--- src/include/hdpc_pkg.sv ---
// Constants shared by the downstream port control block
package hdpc_pkg;
	localparam int          NPORTS        = 4;
	localparam int          APB_AW        = 12;
	// Register indices; the byte address is four times the index
	localparam logic [7:0]  IDX_ENABLE    = 8'h49;
	localparam logic [7:0]  IDX_SPEED     = 8'h4A;
	localparam logic [7:0]  IDX_FORCE_CTL = 8'h4B;
	localparam logic [7:0]  IDX_SE0_STAT  = 8'h4F;
	localparam logic [7:0]  IDX_DIFF_DATA = 8'h50;
	localparam logic [7:0]  IDX_FORCE_LOW = 8'h51;
	// Values after reset
	localparam logic [3:0]  RST_ENABLE    = 4'h0;
	localparam logic [3:0]  RST_SPEED     = 4'h0;
	localparam logic [7:0]  RST_FORCE_CTL = 8'h00;
	localparam logic [7:0]  RST_FORCE_LOW = 8'h00;
	localparam logic [3:0]  RST_LINE      = 4'h0;
	// Field layout of the line force control register
	localparam int          FCTL_W        = 2;
	// Pin force low register: D+ of port i at bit 2i+1, D- at bit 2i
	localparam int          FLOW_DP_OFS   = 1;
	localparam int          FLOW_DM_OFS   = 0;

	typedef enum logic [1:0] {
		HDPC_FORCE_NONE,
		HDPC_FORCE_DIFF1,
		HDPC_FORCE_DIFF0,
		HDPC_FORCE_SE0
	} hdpc_force_e;

	// Register index of an APB byte address, with alignment check
	function automatic logic [8:0] hdpc_reg_index(input logic [APB_AW-1:0] addr);
		hdpc_reg_index = {addr[APB_AW-1:10] == 2'b00 && addr[1:0] == 2'b00, addr[9:2]};
	endfunction
endpackage

--- src/rtl/hdpc_line_sense.sv ---
// Per port SE0 and differential data sensing with hold through SE0
`timescale 1ns/1ps
module hdpc_line_sense (
	input  wire logic       clk,
	input  wire logic       rst,
	input  wire logic       usb_bus_reset,
	input  wire logic [3:0] dp,
	input  wire logic [3:0] dm,
	output logic      [3:0] se0_reg,
	output logic      [3:0] diff_reg
);
	always_ff @(posedge clk or posedge rst) begin
		if (rst) begin
			se0_reg <= hdpc_pkg::RST_LINE;
		end else if (usb_bus_reset) begin
			se0_reg <= hdpc_pkg::RST_LINE;
		end else begin
			se0_reg <= ~dp & ~dm;
		end
	end

	always_ff @(posedge clk or posedge rst) begin
		if (rst) begin
			diff_reg <= hdpc_pkg::RST_LINE;
		end else if (usb_bus_reset) begin
			diff_reg <= hdpc_pkg::RST_LINE;
		end else begin
			for (int i = 0; i < 4; i++) begin
				// Only a differential state updates; SE0 and SE1 keep the last one
				if (dp[i] != dm[i]) begin
					diff_reg[i] <= dp[i];
				end
			end
		end
	end
endmodule

--- src/rtl/hdpc_port_ctrl.sv ---
// Downstream port enable, line forcing and line sensing for a four port hub repeater
//
// The APB interface to the registers was decided locally.
`timescale 1ns/1ps
// How it works
// - One enable bit per port, bits 0-3
// - Reset and bus reset clear all enables
// - Babble clears that port's enable bit
// - Non-idle traffic at EOF2 is babble
// - Upstream connectivity still open at EOF2 is babble
// - Two control bits per port, reset clears
// - 00 none, 01 J, 10 K, 11 SE0
// - Control forcing uses speed-based edge rate
// - Per-pin force low, D+ odd bits
// - Force low: no edge rate, held in suspend
// - Force low gives SE0 when unconfigured
// - Read-only SE0 flag per port
// - Read-only differential bit, speed independent
// - Differential bit holds through SE0
// - Reset and bus reset clear line status
// - Speed bit: 1 low, 0 full speed
// - Enable deferred until current packet ends
// - Repeat to enabled ports, no FS to LS
module hdpc_port_ctrl (
	input  wire logic        clk,
	input  wire logic        rst,
	input  wire logic        usb_bus_reset,
	input  wire logic        psel,
	input  wire logic        penable,
	input  wire logic        pwrite,
	input  wire logic [11:0] paddr,
	input  wire logic [31:0] pwdata,
	input  wire logic [3:0]  pstrb,
	output logic      [31:0] prdata,
	output logic             pready,
	output logic             pslverr,
	input  wire logic        eof2_strobe,
	input  wire logic        pkt_busy,
	input  wire logic        upstream_fs_pkt,
	input  wire logic [3:0]  port_rx_active,
	input  wire logic [3:0]  port_conn_open,
	input  wire logic [3:0]  port_suspended,
	input  wire logic        dev_suspend,
	input  wire logic [3:0]  rep_drive,
	input  wire logic [3:0]  rep_dp,
	input  wire logic [3:0]  rep_dm,
	output logic      [3:0]  port_repeat_down_en,
	output logic      [3:0]  port_repeat_up_en,
	input  wire logic [3:0]  dp_in,
	input  wire logic [3:0]  dm_in,
	output logic      [3:0]  dp_out,
	output logic      [3:0]  dm_out,
	output logic      [3:0]  dp_oe_n,
	output logic      [3:0]  dm_oe_n,
	output logic      [3:0]  edge_ctl_en,
	output logic      [3:0]  edge_low_speed
);
	logic [3:0]  enable_reg;
	logic [3:0]  active_reg;
	logic [3:0]  speed_reg;
	logic [7:0]  force_ctl_reg;
	logic [7:0]  force_low_reg;
	logic [3:0]  se0_reg;
	logic [3:0]  diff_reg;
	logic [3:0]  dp_sync;
	logic [3:0]  dm_sync;
	logic [3:0]  babble_now;
	logic [8:0]  sel_idx;
	logic        addr_hit;
	logic        wr_byte0;
	logic [7:0]  rd_byte;
	logic [31:0] prdata_reg;
	logic [3:0]  dp_next;
	logic [3:0]  dm_next;
	logic [3:0]  dp_oe_n_next;
	logic [3:0]  dm_oe_n_next;
	logic [3:0]  edge_ctl_next;

	hdpc_sync3 #(
		.W (8)
	) u_pin_sync (
		.clk (clk),
		.rst (rst),
		.d   ({dp_in, dm_in}),
		.q   ({dp_sync, dm_sync})
	);

	hdpc_line_sense u_sense (
		.clk           (clk),
		.rst           (rst),
		.usb_bus_reset (usb_bus_reset),
		.dp            (dp_sync),
		.dm            (dm_sync),
		.se0_reg       (se0_reg),
		.diff_reg      (diff_reg)
	);

	// APB decode
	always_comb begin
		sel_idx  = hdpc_pkg::hdpc_reg_index(paddr);
		addr_hit = 1'b0;
		if (sel_idx[8]) begin
			if (sel_idx[7:0] == hdpc_pkg::IDX_ENABLE) begin
				addr_hit = 1'b1;
			end else if (sel_idx[7:0] == hdpc_pkg::IDX_SPEED) begin
				addr_hit = 1'b1;
			end else if (sel_idx[7:0] == hdpc_pkg::IDX_FORCE_CTL) begin
				addr_hit = 1'b1;
			end else if (sel_idx[7:0] == hdpc_pkg::IDX_SE0_STAT) begin
				addr_hit = 1'b1;
			end else if (sel_idx[7:0] == hdpc_pkg::IDX_DIFF_DATA) begin
				addr_hit = 1'b1;
			end else if (sel_idx[7:0] == hdpc_pkg::IDX_FORCE_LOW) begin
				addr_hit = 1'b1;
			end
		end
	end

	// Read mux; upper nibble of the 4-bit registers reads zero
	// reserved bits zero
	always_comb begin
		rd_byte = 8'h00;
		if (sel_idx[8]) begin
			if (sel_idx[7:0] == hdpc_pkg::IDX_ENABLE) begin
				rd_byte = {4'h0, enable_reg};
			end else if (sel_idx[7:0] == hdpc_pkg::IDX_SPEED) begin
				rd_byte = {4'h0, speed_reg};
			end else if (sel_idx[7:0] == hdpc_pkg::IDX_FORCE_CTL) begin
				rd_byte = force_ctl_reg;
			end else if (sel_idx[7:0] == hdpc_pkg::IDX_SE0_STAT) begin
				rd_byte = {4'h0, se0_reg};
			end else if (sel_idx[7:0] == hdpc_pkg::IDX_DIFF_DATA) begin
				rd_byte = {4'h0, diff_reg};
			end else if (sel_idx[7:0] == hdpc_pkg::IDX_FORCE_LOW) begin
				rd_byte = force_low_reg;
			end
		end
	end

	assign wr_byte0 = psel && penable && pwrite && pstrb[0];
	assign pready   = psel && penable;
	assign pslverr  = psel && penable && !addr_hit;
	assign prdata   = prdata_reg;

	// Read data is captured in the setup cycle and shown in the access cycle
	always_ff @(posedge clk or posedge rst) begin
		if (rst) begin
			prdata_reg <= 32'h0000_0000;
		end else if (psel && !penable && !pwrite) begin
			prdata_reg <= {24'h00_0000, rd_byte};
		end
	end

	assign babble_now = eof2_strobe ? (enable_reg & (port_rx_active | port_conn_open)) : 4'h0;

	always_ff @(posedge clk or posedge rst) begin
		if (rst) begin
			enable_reg <= hdpc_pkg::RST_ENABLE;
		end else if (usb_bus_reset) begin
			enable_reg <= hdpc_pkg::RST_ENABLE;
		end else if (wr_byte0 && sel_idx == {1'b1, hdpc_pkg::IDX_ENABLE}) begin
			enable_reg <= pwdata[3:0] & ~babble_now;
		end else begin
			enable_reg <= enable_reg & ~babble_now;
		end
	end

	// enabling waits for the end of the current packet
	always_ff @(posedge clk or posedge rst) begin
		if (rst) begin
			active_reg <= hdpc_pkg::RST_ENABLE;
		end else if (usb_bus_reset) begin
			active_reg <= hdpc_pkg::RST_ENABLE;
		end else if (pkt_busy) begin
			active_reg <= active_reg & enable_reg & ~babble_now;
		end else begin
			active_reg <= enable_reg & ~babble_now;
		end
	end

	always_ff @(posedge clk or posedge rst) begin
		if (rst) begin
			speed_reg <= hdpc_pkg::RST_SPEED;
		end else if (usb_bus_reset) begin
			speed_reg <= hdpc_pkg::RST_SPEED;
		end else if (wr_byte0 && sel_idx == {1'b1, hdpc_pkg::IDX_SPEED}) begin
			speed_reg <= pwdata[3:0];
		end
	end

	always_ff @(posedge clk or posedge rst) begin
		if (rst) begin
			force_ctl_reg <= hdpc_pkg::RST_FORCE_CTL;
		end else if (usb_bus_reset) begin
			force_ctl_reg <= hdpc_pkg::RST_FORCE_CTL;
		end else if (wr_byte0 && sel_idx == {1'b1, hdpc_pkg::IDX_FORCE_CTL}) begin
			force_ctl_reg <= pwdata[7:0];
		end
	end

	// per-pin force low register, chip reset only
	always_ff @(posedge clk or posedge rst) begin
		if (rst) begin
			force_low_reg <= hdpc_pkg::RST_FORCE_LOW;
		end else if (wr_byte0 && sel_idx == {1'b1, hdpc_pkg::IDX_FORCE_LOW}) begin
			force_low_reg <= pwdata[7:0];
		end
	end

	// repeat gating, no full-speed traffic to low-speed ports
	always_comb begin
		port_repeat_up_en   = active_reg & ~port_suspended;
		port_repeat_down_en = active_reg & ~port_suspended & ~(speed_reg & {4{upstream_fs_pkt}});
	end

	// Pin drive: force low beats control forcing, which beats repeated traffic
	always_comb begin
		dp_next       = 4'h0;
		dm_next       = 4'h0;
		dp_oe_n_next  = 4'hF;
		dm_oe_n_next  = 4'hF;
		edge_ctl_next = 4'h0;
		for (int i = 0; i < hdpc_pkg::NPORTS; i++) begin
			case (hdpc_pkg::hdpc_force_e'(force_ctl_reg[i*hdpc_pkg::FCTL_W +: hdpc_pkg::FCTL_W]))
				hdpc_pkg::HDPC_FORCE_DIFF1: begin
					dp_next[i] = 1'b1;
					dm_next[i] = 1'b0;
				end
				hdpc_pkg::HDPC_FORCE_DIFF0: begin
					dp_next[i] = 1'b0;
					dm_next[i] = 1'b1;
				end
				hdpc_pkg::HDPC_FORCE_SE0: begin
					dp_next[i] = 1'b0;
					dm_next[i] = 1'b0;
				end
				default: begin
					dp_next[i] = rep_dp[i];
					dm_next[i] = rep_dm[i];
				end
			endcase
			if (force_ctl_reg[i*hdpc_pkg::FCTL_W +: hdpc_pkg::FCTL_W] != 2'b00) begin
				edge_ctl_next[i] = 1'b1;
				dp_oe_n_next[i]  = 1'b0;
				dm_oe_n_next[i]  = 1'b0;
			end else if (rep_drive[i] && active_reg[i] && !dev_suspend) begin
				edge_ctl_next[i] = 1'b1;
				dp_oe_n_next[i]  = 1'b0;
				dm_oe_n_next[i]  = 1'b0;
			end
			// force low, raw drive, kept in suspend
			if (force_low_reg[2*i+hdpc_pkg::FLOW_DP_OFS]) begin
				dp_next[i]       = 1'b0;
				dp_oe_n_next[i]  = 1'b0;
				edge_ctl_next[i] = 1'b0;
			end
			if (force_low_reg[2*i+hdpc_pkg::FLOW_DM_OFS]) begin
				dm_next[i]       = 1'b0;
				dm_oe_n_next[i]  = 1'b0;
				edge_ctl_next[i] = 1'b0;
			end
		end
	end

	always_ff @(posedge clk or posedge rst) begin
		if (rst) begin
			dp_out         <= 4'h0;
			dm_out         <= 4'h0;
			dp_oe_n        <= 4'hF;
			dm_oe_n        <= 4'hF;
			edge_ctl_en    <= 4'h0;
			edge_low_speed <= 4'h0;
		end else begin
			dp_out         <= dp_next;
			dm_out         <= dm_next;
			dp_oe_n        <= dp_oe_n_next;
			dm_oe_n        <= dm_oe_n_next;
			edge_ctl_en    <= edge_ctl_next;
			edge_low_speed <= speed_reg;
		end
	end
endmodule

--- src/rtl/hdpc_sync3.sv ---
// Three stage synchroniser that accepts a change once stages two and three agree
`timescale 1ns/1ps
module hdpc_sync3 #(
	parameter int W = 4
) (
	input  wire logic         clk,
	input  wire logic         rst,
	input  wire logic [W-1:0] d,
	output logic      [W-1:0] q
);
	logic [W-1:0] s1_reg;
	logic [W-1:0] s2_reg;
	logic [W-1:0] s3_reg;

	always_ff @(posedge clk or posedge rst) begin
		if (rst) begin
			s1_reg <= '0;
			s2_reg <= '0;
			s3_reg <= '0;
		end else begin
			s1_reg <= d;
			s2_reg <= s1_reg;
			s3_reg <= s2_reg;
		end
	end

	always_ff @(posedge clk or posedge rst) begin
		if (rst) begin
			q <= '0;
		end else begin
			for (int i = 0; i < W; i++) begin
				if (s2_reg[i] == s3_reg[i]) begin
					q[i] <= s3_reg[i];
				end
			end
		end
	end
endmodule

--- config.mk ---
export PLATFORM = sky130hd
export DESIGN_NAME = hdpc_port_ctrl
export DESIGN_NICKNAME = d
export VERILOG_FILES = /design/src/include/hdpc_pkg.sv /design/src/rtl/hdpc_line_sense.sv /design/src/rtl/hdpc_port_ctrl.sv /design/src/rtl/hdpc_sync3.sv
export SDC_FILE = /design/constraint.sdc
export NUM_CORES = 1
export LEC_CHECK = 0
export BUFFER_PORTS_ARGS = -buffer_cell sky130_fd_sc_hd__clkbuf_2
export CAP_MARGIN = 20
export CORE_UTILIZATION = 51
export CTS_BUF_LIST = sky130_fd_sc_hd__clkbuf_4 sky130_fd_sc_hd__clkbuf_8
export DETAILED_ROUTE_END_ITERATION = 12
export PLACE_DENSITY = 0.82
export SYNTH_ARGS = -nofsm -noshare
export SYNTH_HDL_FRONTEND = slang
export SYNTH_SLANG_ARGS = --single-unit
export TNS_END_PERCENT = 50
--- constraint.sdc ---
create_clock -name clk -period 3.19 [get_ports clk]
set_input_delay 0.319 -clock clk [delete_from_list [all_inputs] [get_ports clk]]
set_output_delay 0.319 -clock clk [all_outputs]
set_load 0.01 [all_outputs]
Yosys cells after proc, flatten, opt, wreduce, memory -nomap -nowiden. Cells that the tools add are included.

Equal/unequal tests: 34. Mux-type cells: 77. Reductions and logical operators: 43. Bitwise operators: 15.

Operators with widths (count): 2-to-1 mux 8 bit (9); 2-to-1 mux 1 bit (51); equality test 8 x 7 -> 1 bit, second input constant (6); bitwise AND 4 bit (9); equality test 9 bit, second input constant (4); 2-to-1 mux 4 bit (9); NOT 4 bit (5); nonzero test 2 bit (10); logical AND 1 bit (19); equality test 2 bit, second input constant (8); one-hot mux 1 bit (2 select lines) (8); OR reduction 2 bit (8); equality test 1 bit (8); equality test 2 x 1 -> 1 bit, second input constant (4); zero test 1 bit (4); zero test 2 bit (2); != test 1 bit (4); bitwise OR 4 bit (1).

Bits in registers: 100. Word-level logic and storage cells: 197. Output and inout port bits: 66.

Longest topological paths before layout.
Word-level depth: 10. Depth in mapped cells: 6. Depth with buffers taken out: 4.

Hierarchy. Synthesis repeated with hierarchy kept, for this count alone.

Cells, all modules: 367. Area total of the unflattened synthesis: 4252.8 um^2.

By module, submodules not included: hdpc_port_ctrl (sequential area each 1511.4 um^2, cells an instance 293, times used 1, area an instance 2994.1 um^2); hdpc_sync3 (sequential area each 800.8 um^2, cells an instance 41, times used 1, area an instance 894.6 um^2); hdpc_line_sense (sequential area each 200.2 um^2, cells an instance 33, times used 1, area an instance 364.1 um^2).

Worst setup path before layout. Ideal clock, no wire load.

Path type: input to register. From: input paddr[11]. To: register force_low_reg[0]. Path buffers: 1. Stages: 5. Setup slack: 1.361 ns. Library setup time: 0.125 ns. Data required time: 3.065 ns. Arrival time: 1.704 ns. Cell sequence: or4_1 -> buf_2 -> nor3_4 -> nand2_4 -> mux2_2.

Longest elaborated chain between the ends: 4.

RTL lines: start: declaration (line hdpc_port_ctrl.sv:31) `input wire logic [11:0] paddr,`; zero test 2 bit (line hdpc_pkg.sv:33) `hdpc_reg_index = {addr[APB_AW-1:10] == 2'b00 && addr[1:0] == 2'b00, addr[9:2]};`; logical AND 1 bit (line hdpc_pkg.sv:33); equality test 9 bit (line hdpc_port_ctrl.sv:205) `end else if (wr_byte0 && sel_idx == {1'b1, hdpc_pkg::IDX_FORCE_LOW}) begin`; logical AND 1 bit (line hdpc_port_ctrl.sv:205); end signal: assignment (line hdpc_port_ctrl.sv:204) `force_low_reg <= hdpc_pkg::RST_FORCE_LOW;`; end signal: assignment (line hdpc_port_ctrl.sv:206) `force_low_reg <= pwdata[7:0];`; end: declaration (line hdpc_port_ctrl.sv:62) `logic [7:0] force_low_reg;`.

Every way passes these cells. A chain may end at the register's enable or synchronous reset.

Final worst setup path.
From: input paddr[11]. To: register prdata_reg[7], in the netlist prdata[7].

Longest elaborated chain between the ends: 3.

RTL lines: zero test 2 bit (line hdpc_pkg.sv:33); logical AND 1 bit (line hdpc_pkg.sv:33); 2-to-1 mux 8 bit (line hdpc_port_ctrl.sv:123) `if (sel_idx[8]) begin`; end signal: assignment (line hdpc_port_ctrl.sv:150) `prdata_reg <= {24'h00_0000, rd_byte};`; end: declaration (line hdpc_port_ctrl.sv:72) `logic [31:0] prdata_reg;`.

Every way passes these cells.

==> results.txt <==
CP max stage delay: 0.66 ns
first-pass GRT wire length: 15,350 um
Cell Chain, Critical Path: clkbuf_2 -> or4_1 -> nor2_1 -> o311ai_0 -> o21ai_0
H-tree depth: 3
vias in the first global route: 3,068
Post-synth top cells: dfrtp_1, nor2_1, o21ai_0, buf_4, a21oi_1
area delta synth->final: 17.69%
ys flop type: dfrtp_1
NumNets Final: 572
Slew HR: 0.4031
vias: 3,245
Mapped Area: 0.004259 mm2
final setup TNS: 0 ns
grt ovf: 0
Critical Path RT: 3.47 ns
R2R Path Start: force_ctl_reg[1]
Crit path arrival time: 2.21 ns
Clk pin slew, worst setup/hold paths: 0.10 ns
Yosys warning count: 0
Tightest Pin Transition: 0.8842 ns
final hold viol count: 0
reg2reg path depth: 4
TritonRoute pass-1 iters: 6
leakage power: 2.421 nW
Root Buffer: clkbuf_8
Period Utilization, post-route: 0.6055
initial antenna violation count: 0
CTS Buf Count: 9
crit end category: flip-flop
Final min period: 1.931 ns
Setup Buffers After CTS: 0
Worst Setup SP: paddr[11]
number of max-cap violations: 0
CP Class: in2reg
r2r setup slk: 1.98 ns
maximum vdd drop: 316.3 uV
Post-Synthesis Cells: 373
Rows: 32
CP max stage cell: or4_1
number of diodes: 0
Hold/Removal Path Class: in2async
most common cell in the synthesized netlist: dfrtp_1
DR iter-0 viols: 180
GPL Wtd Cong: 0.8743
count of state elements after synthesis: 100
DIE AREA: 0.008721 mm2
wire per inst: 17.27 um
register share of total power: 0.559
TritonCTS clock tree: yes
RSZ-0062 raised after global routing: false
CORE AREA: 0.007888 mm2
initial core utilization: 0.5400
drt drc: 0
fin. max-slew vios: 0
part of the power in the clock network: 0.357
post-cts sizing count: 0
clk_skew: 0.01324 ns
Final setup viols: 0
CTS Sinks: 100
worst skew pair latency: 0.36 ns
layout cells sized above 1: 0.3023
Power per Cell Area: 473.9 mW/mm2
die extent in x: 93.39 um
Post-Route WL: 10,100 um
post-DP HPWL: 7331 um
Seq/Total Area, Yosys: 0.5899
Logic pwr share: 0.084
Ports: 156
Post-synth EDFFs: 0
PnR worst setup slack: 1.259 ns
Area contributors post-synth: dfrtp_1, dfstp_2, buf_4
die height: 93.39 um
Buffers on Ports: 104
syn avg cell area: 11.42 um2
number of vias per cell: 5.547
Yosys cell types: 48
Synth async-reset ratio: 1.000
top cell type's share of synthesized area: 0.5405
internal power: 1.793 mW
Synth area leader: dfrtp_1
Placement Setup Slack: 0.8992 ns
hold-fix buffers at CTS: 0
antenna viol nets, final: 0
clk buf depth: 2
largest fanout on the critical path: 6
Psw: 0.5827 mW
Overall Global Routing Usage: 0.2378
run status: completed
pin count of the biggest net entering global routing: 101
Startpoint Class: input pin
Achievable Freq: 517.7 MHz
sw frac: 0.2453
R2R Path End: prdata[1]
cell families (layout without fill, tap and decap cells):
logic type      after synthesis  after routing  synth area share
simple gates                107            107            0.1395
other cells                   1             24         0.0008805
fa+ha+maj                    13             13           0.03290
buf+inv                      51            138           0.06669
mux                          17             17           0.04230
compound gates               84             84            0.1278
flops                       100            100            0.5899
power groups by stage:
stage | Clock [mW] | Combinational [mW] | Sequential (mW)
after global placement | 0 | 0.194 | 1.35
after CTS | 0.858 | 0.201 | 1.33
after global routing | 0.910 | 0.222 | 1.33
after detailed placement | 0 | 0.200 | 1.35
after floorplan | 0 | 0.136 | 1.35
final | 0.849 | 0.200 | 1.33
worst max-delay path by stage:
stage	slack, ns	cells past startpoint	endpoint
2_1_floorplan	0.27	1	active_reg[0]
3_3_place_gp	0.99	4	prdata[7]
3_5_place_dp	0.90	4	prdata[7]
4_1_cts	1.29	4	prdata[7]
5_1_grt	1.15	5	prdata[7]
6_report	1.26	5	prdata[7]
routing by layer:
metal | GRT usage | routed length (um) | up-vias
met3 | 0.04390 | 726 | 19
met1 | 0.3009 | 4089 | 1564
met2 | 0.3928 | 4995 | 171
met5 | 0 | 0 | -
li1 | - | - | 1491
met4 | 0.1192 | 293 | 0
final cells by class:
class                           count  area, um2
Sequential cell                   100       2512
Tap cell                          102      127.6
Clock inverter                      5      57.56
Timing Repair Buffer              107      555.5
Fill cell                         635       2875
Clock buffer                       11      151.4
Inverter                           15      58.81
Multi-Input combinational cell    245       1549
layout by cell type, fill, tap and decap left out, types with 3 or more instances in the layout:
master    synthesis  layout
mux2i_1           9       9
o21ai_0          26      26
o21a_1            3       3
nor3b_1           6       6
mux2_2            8       8
dfstp_2           8       8
a22oi_1           5       5
clkbuf_8          0      11
conb_1            1      24
a32oi_1           4       4
o211ai_1          3       3
nor2_1           32      32
a211oi_1          4       4
nand2_1           7       7
ha_1              4       4
or3b_2            3       3
dfrtp_1          92      92
nor2b_1          10      10
clkbuf_2          0     104
inv_1            15      14
o31ai_1           3       3
a21oi_1          20      20
a311o_1           4       4
nor3_1           13      13
a21boi_0          4       4
maj3_1            9       9
nand3_1          17      17
nor4_1            3       3
per-stage QoR:
step | power (mW) | hold WS (ns) | area, um2 | utilization | std cells
2_1_floorplan | 1.485 | 0.3312 | 4345 | - | 396
3_3_place_gp | 1.543 | 0.3320 | 4803 | 0.6090 | 569
3_5_place_dp | 1.553 | 0.3347 | 4803 | 0.6090 | 569
4_1_cts | 2.386 | 0.05236 | 5012 | 0.6355 | 585
5_1_grt | 2.464 | 0.04965 | 5012 | 0.6355 | 585
6_report | 2.375 | 0.04101 | 5012 | 0.6355 | 585
worst max-delay path: cells and delay by family:
kind | cells | cell delay (ns)
buffers and inverters | 1 | 0.09
AND/OR/NAND/NOR | 2 | 1.08
AO/OA/AOI/OAI | 2 | 0.72
(Power assumes the default switching activity.)
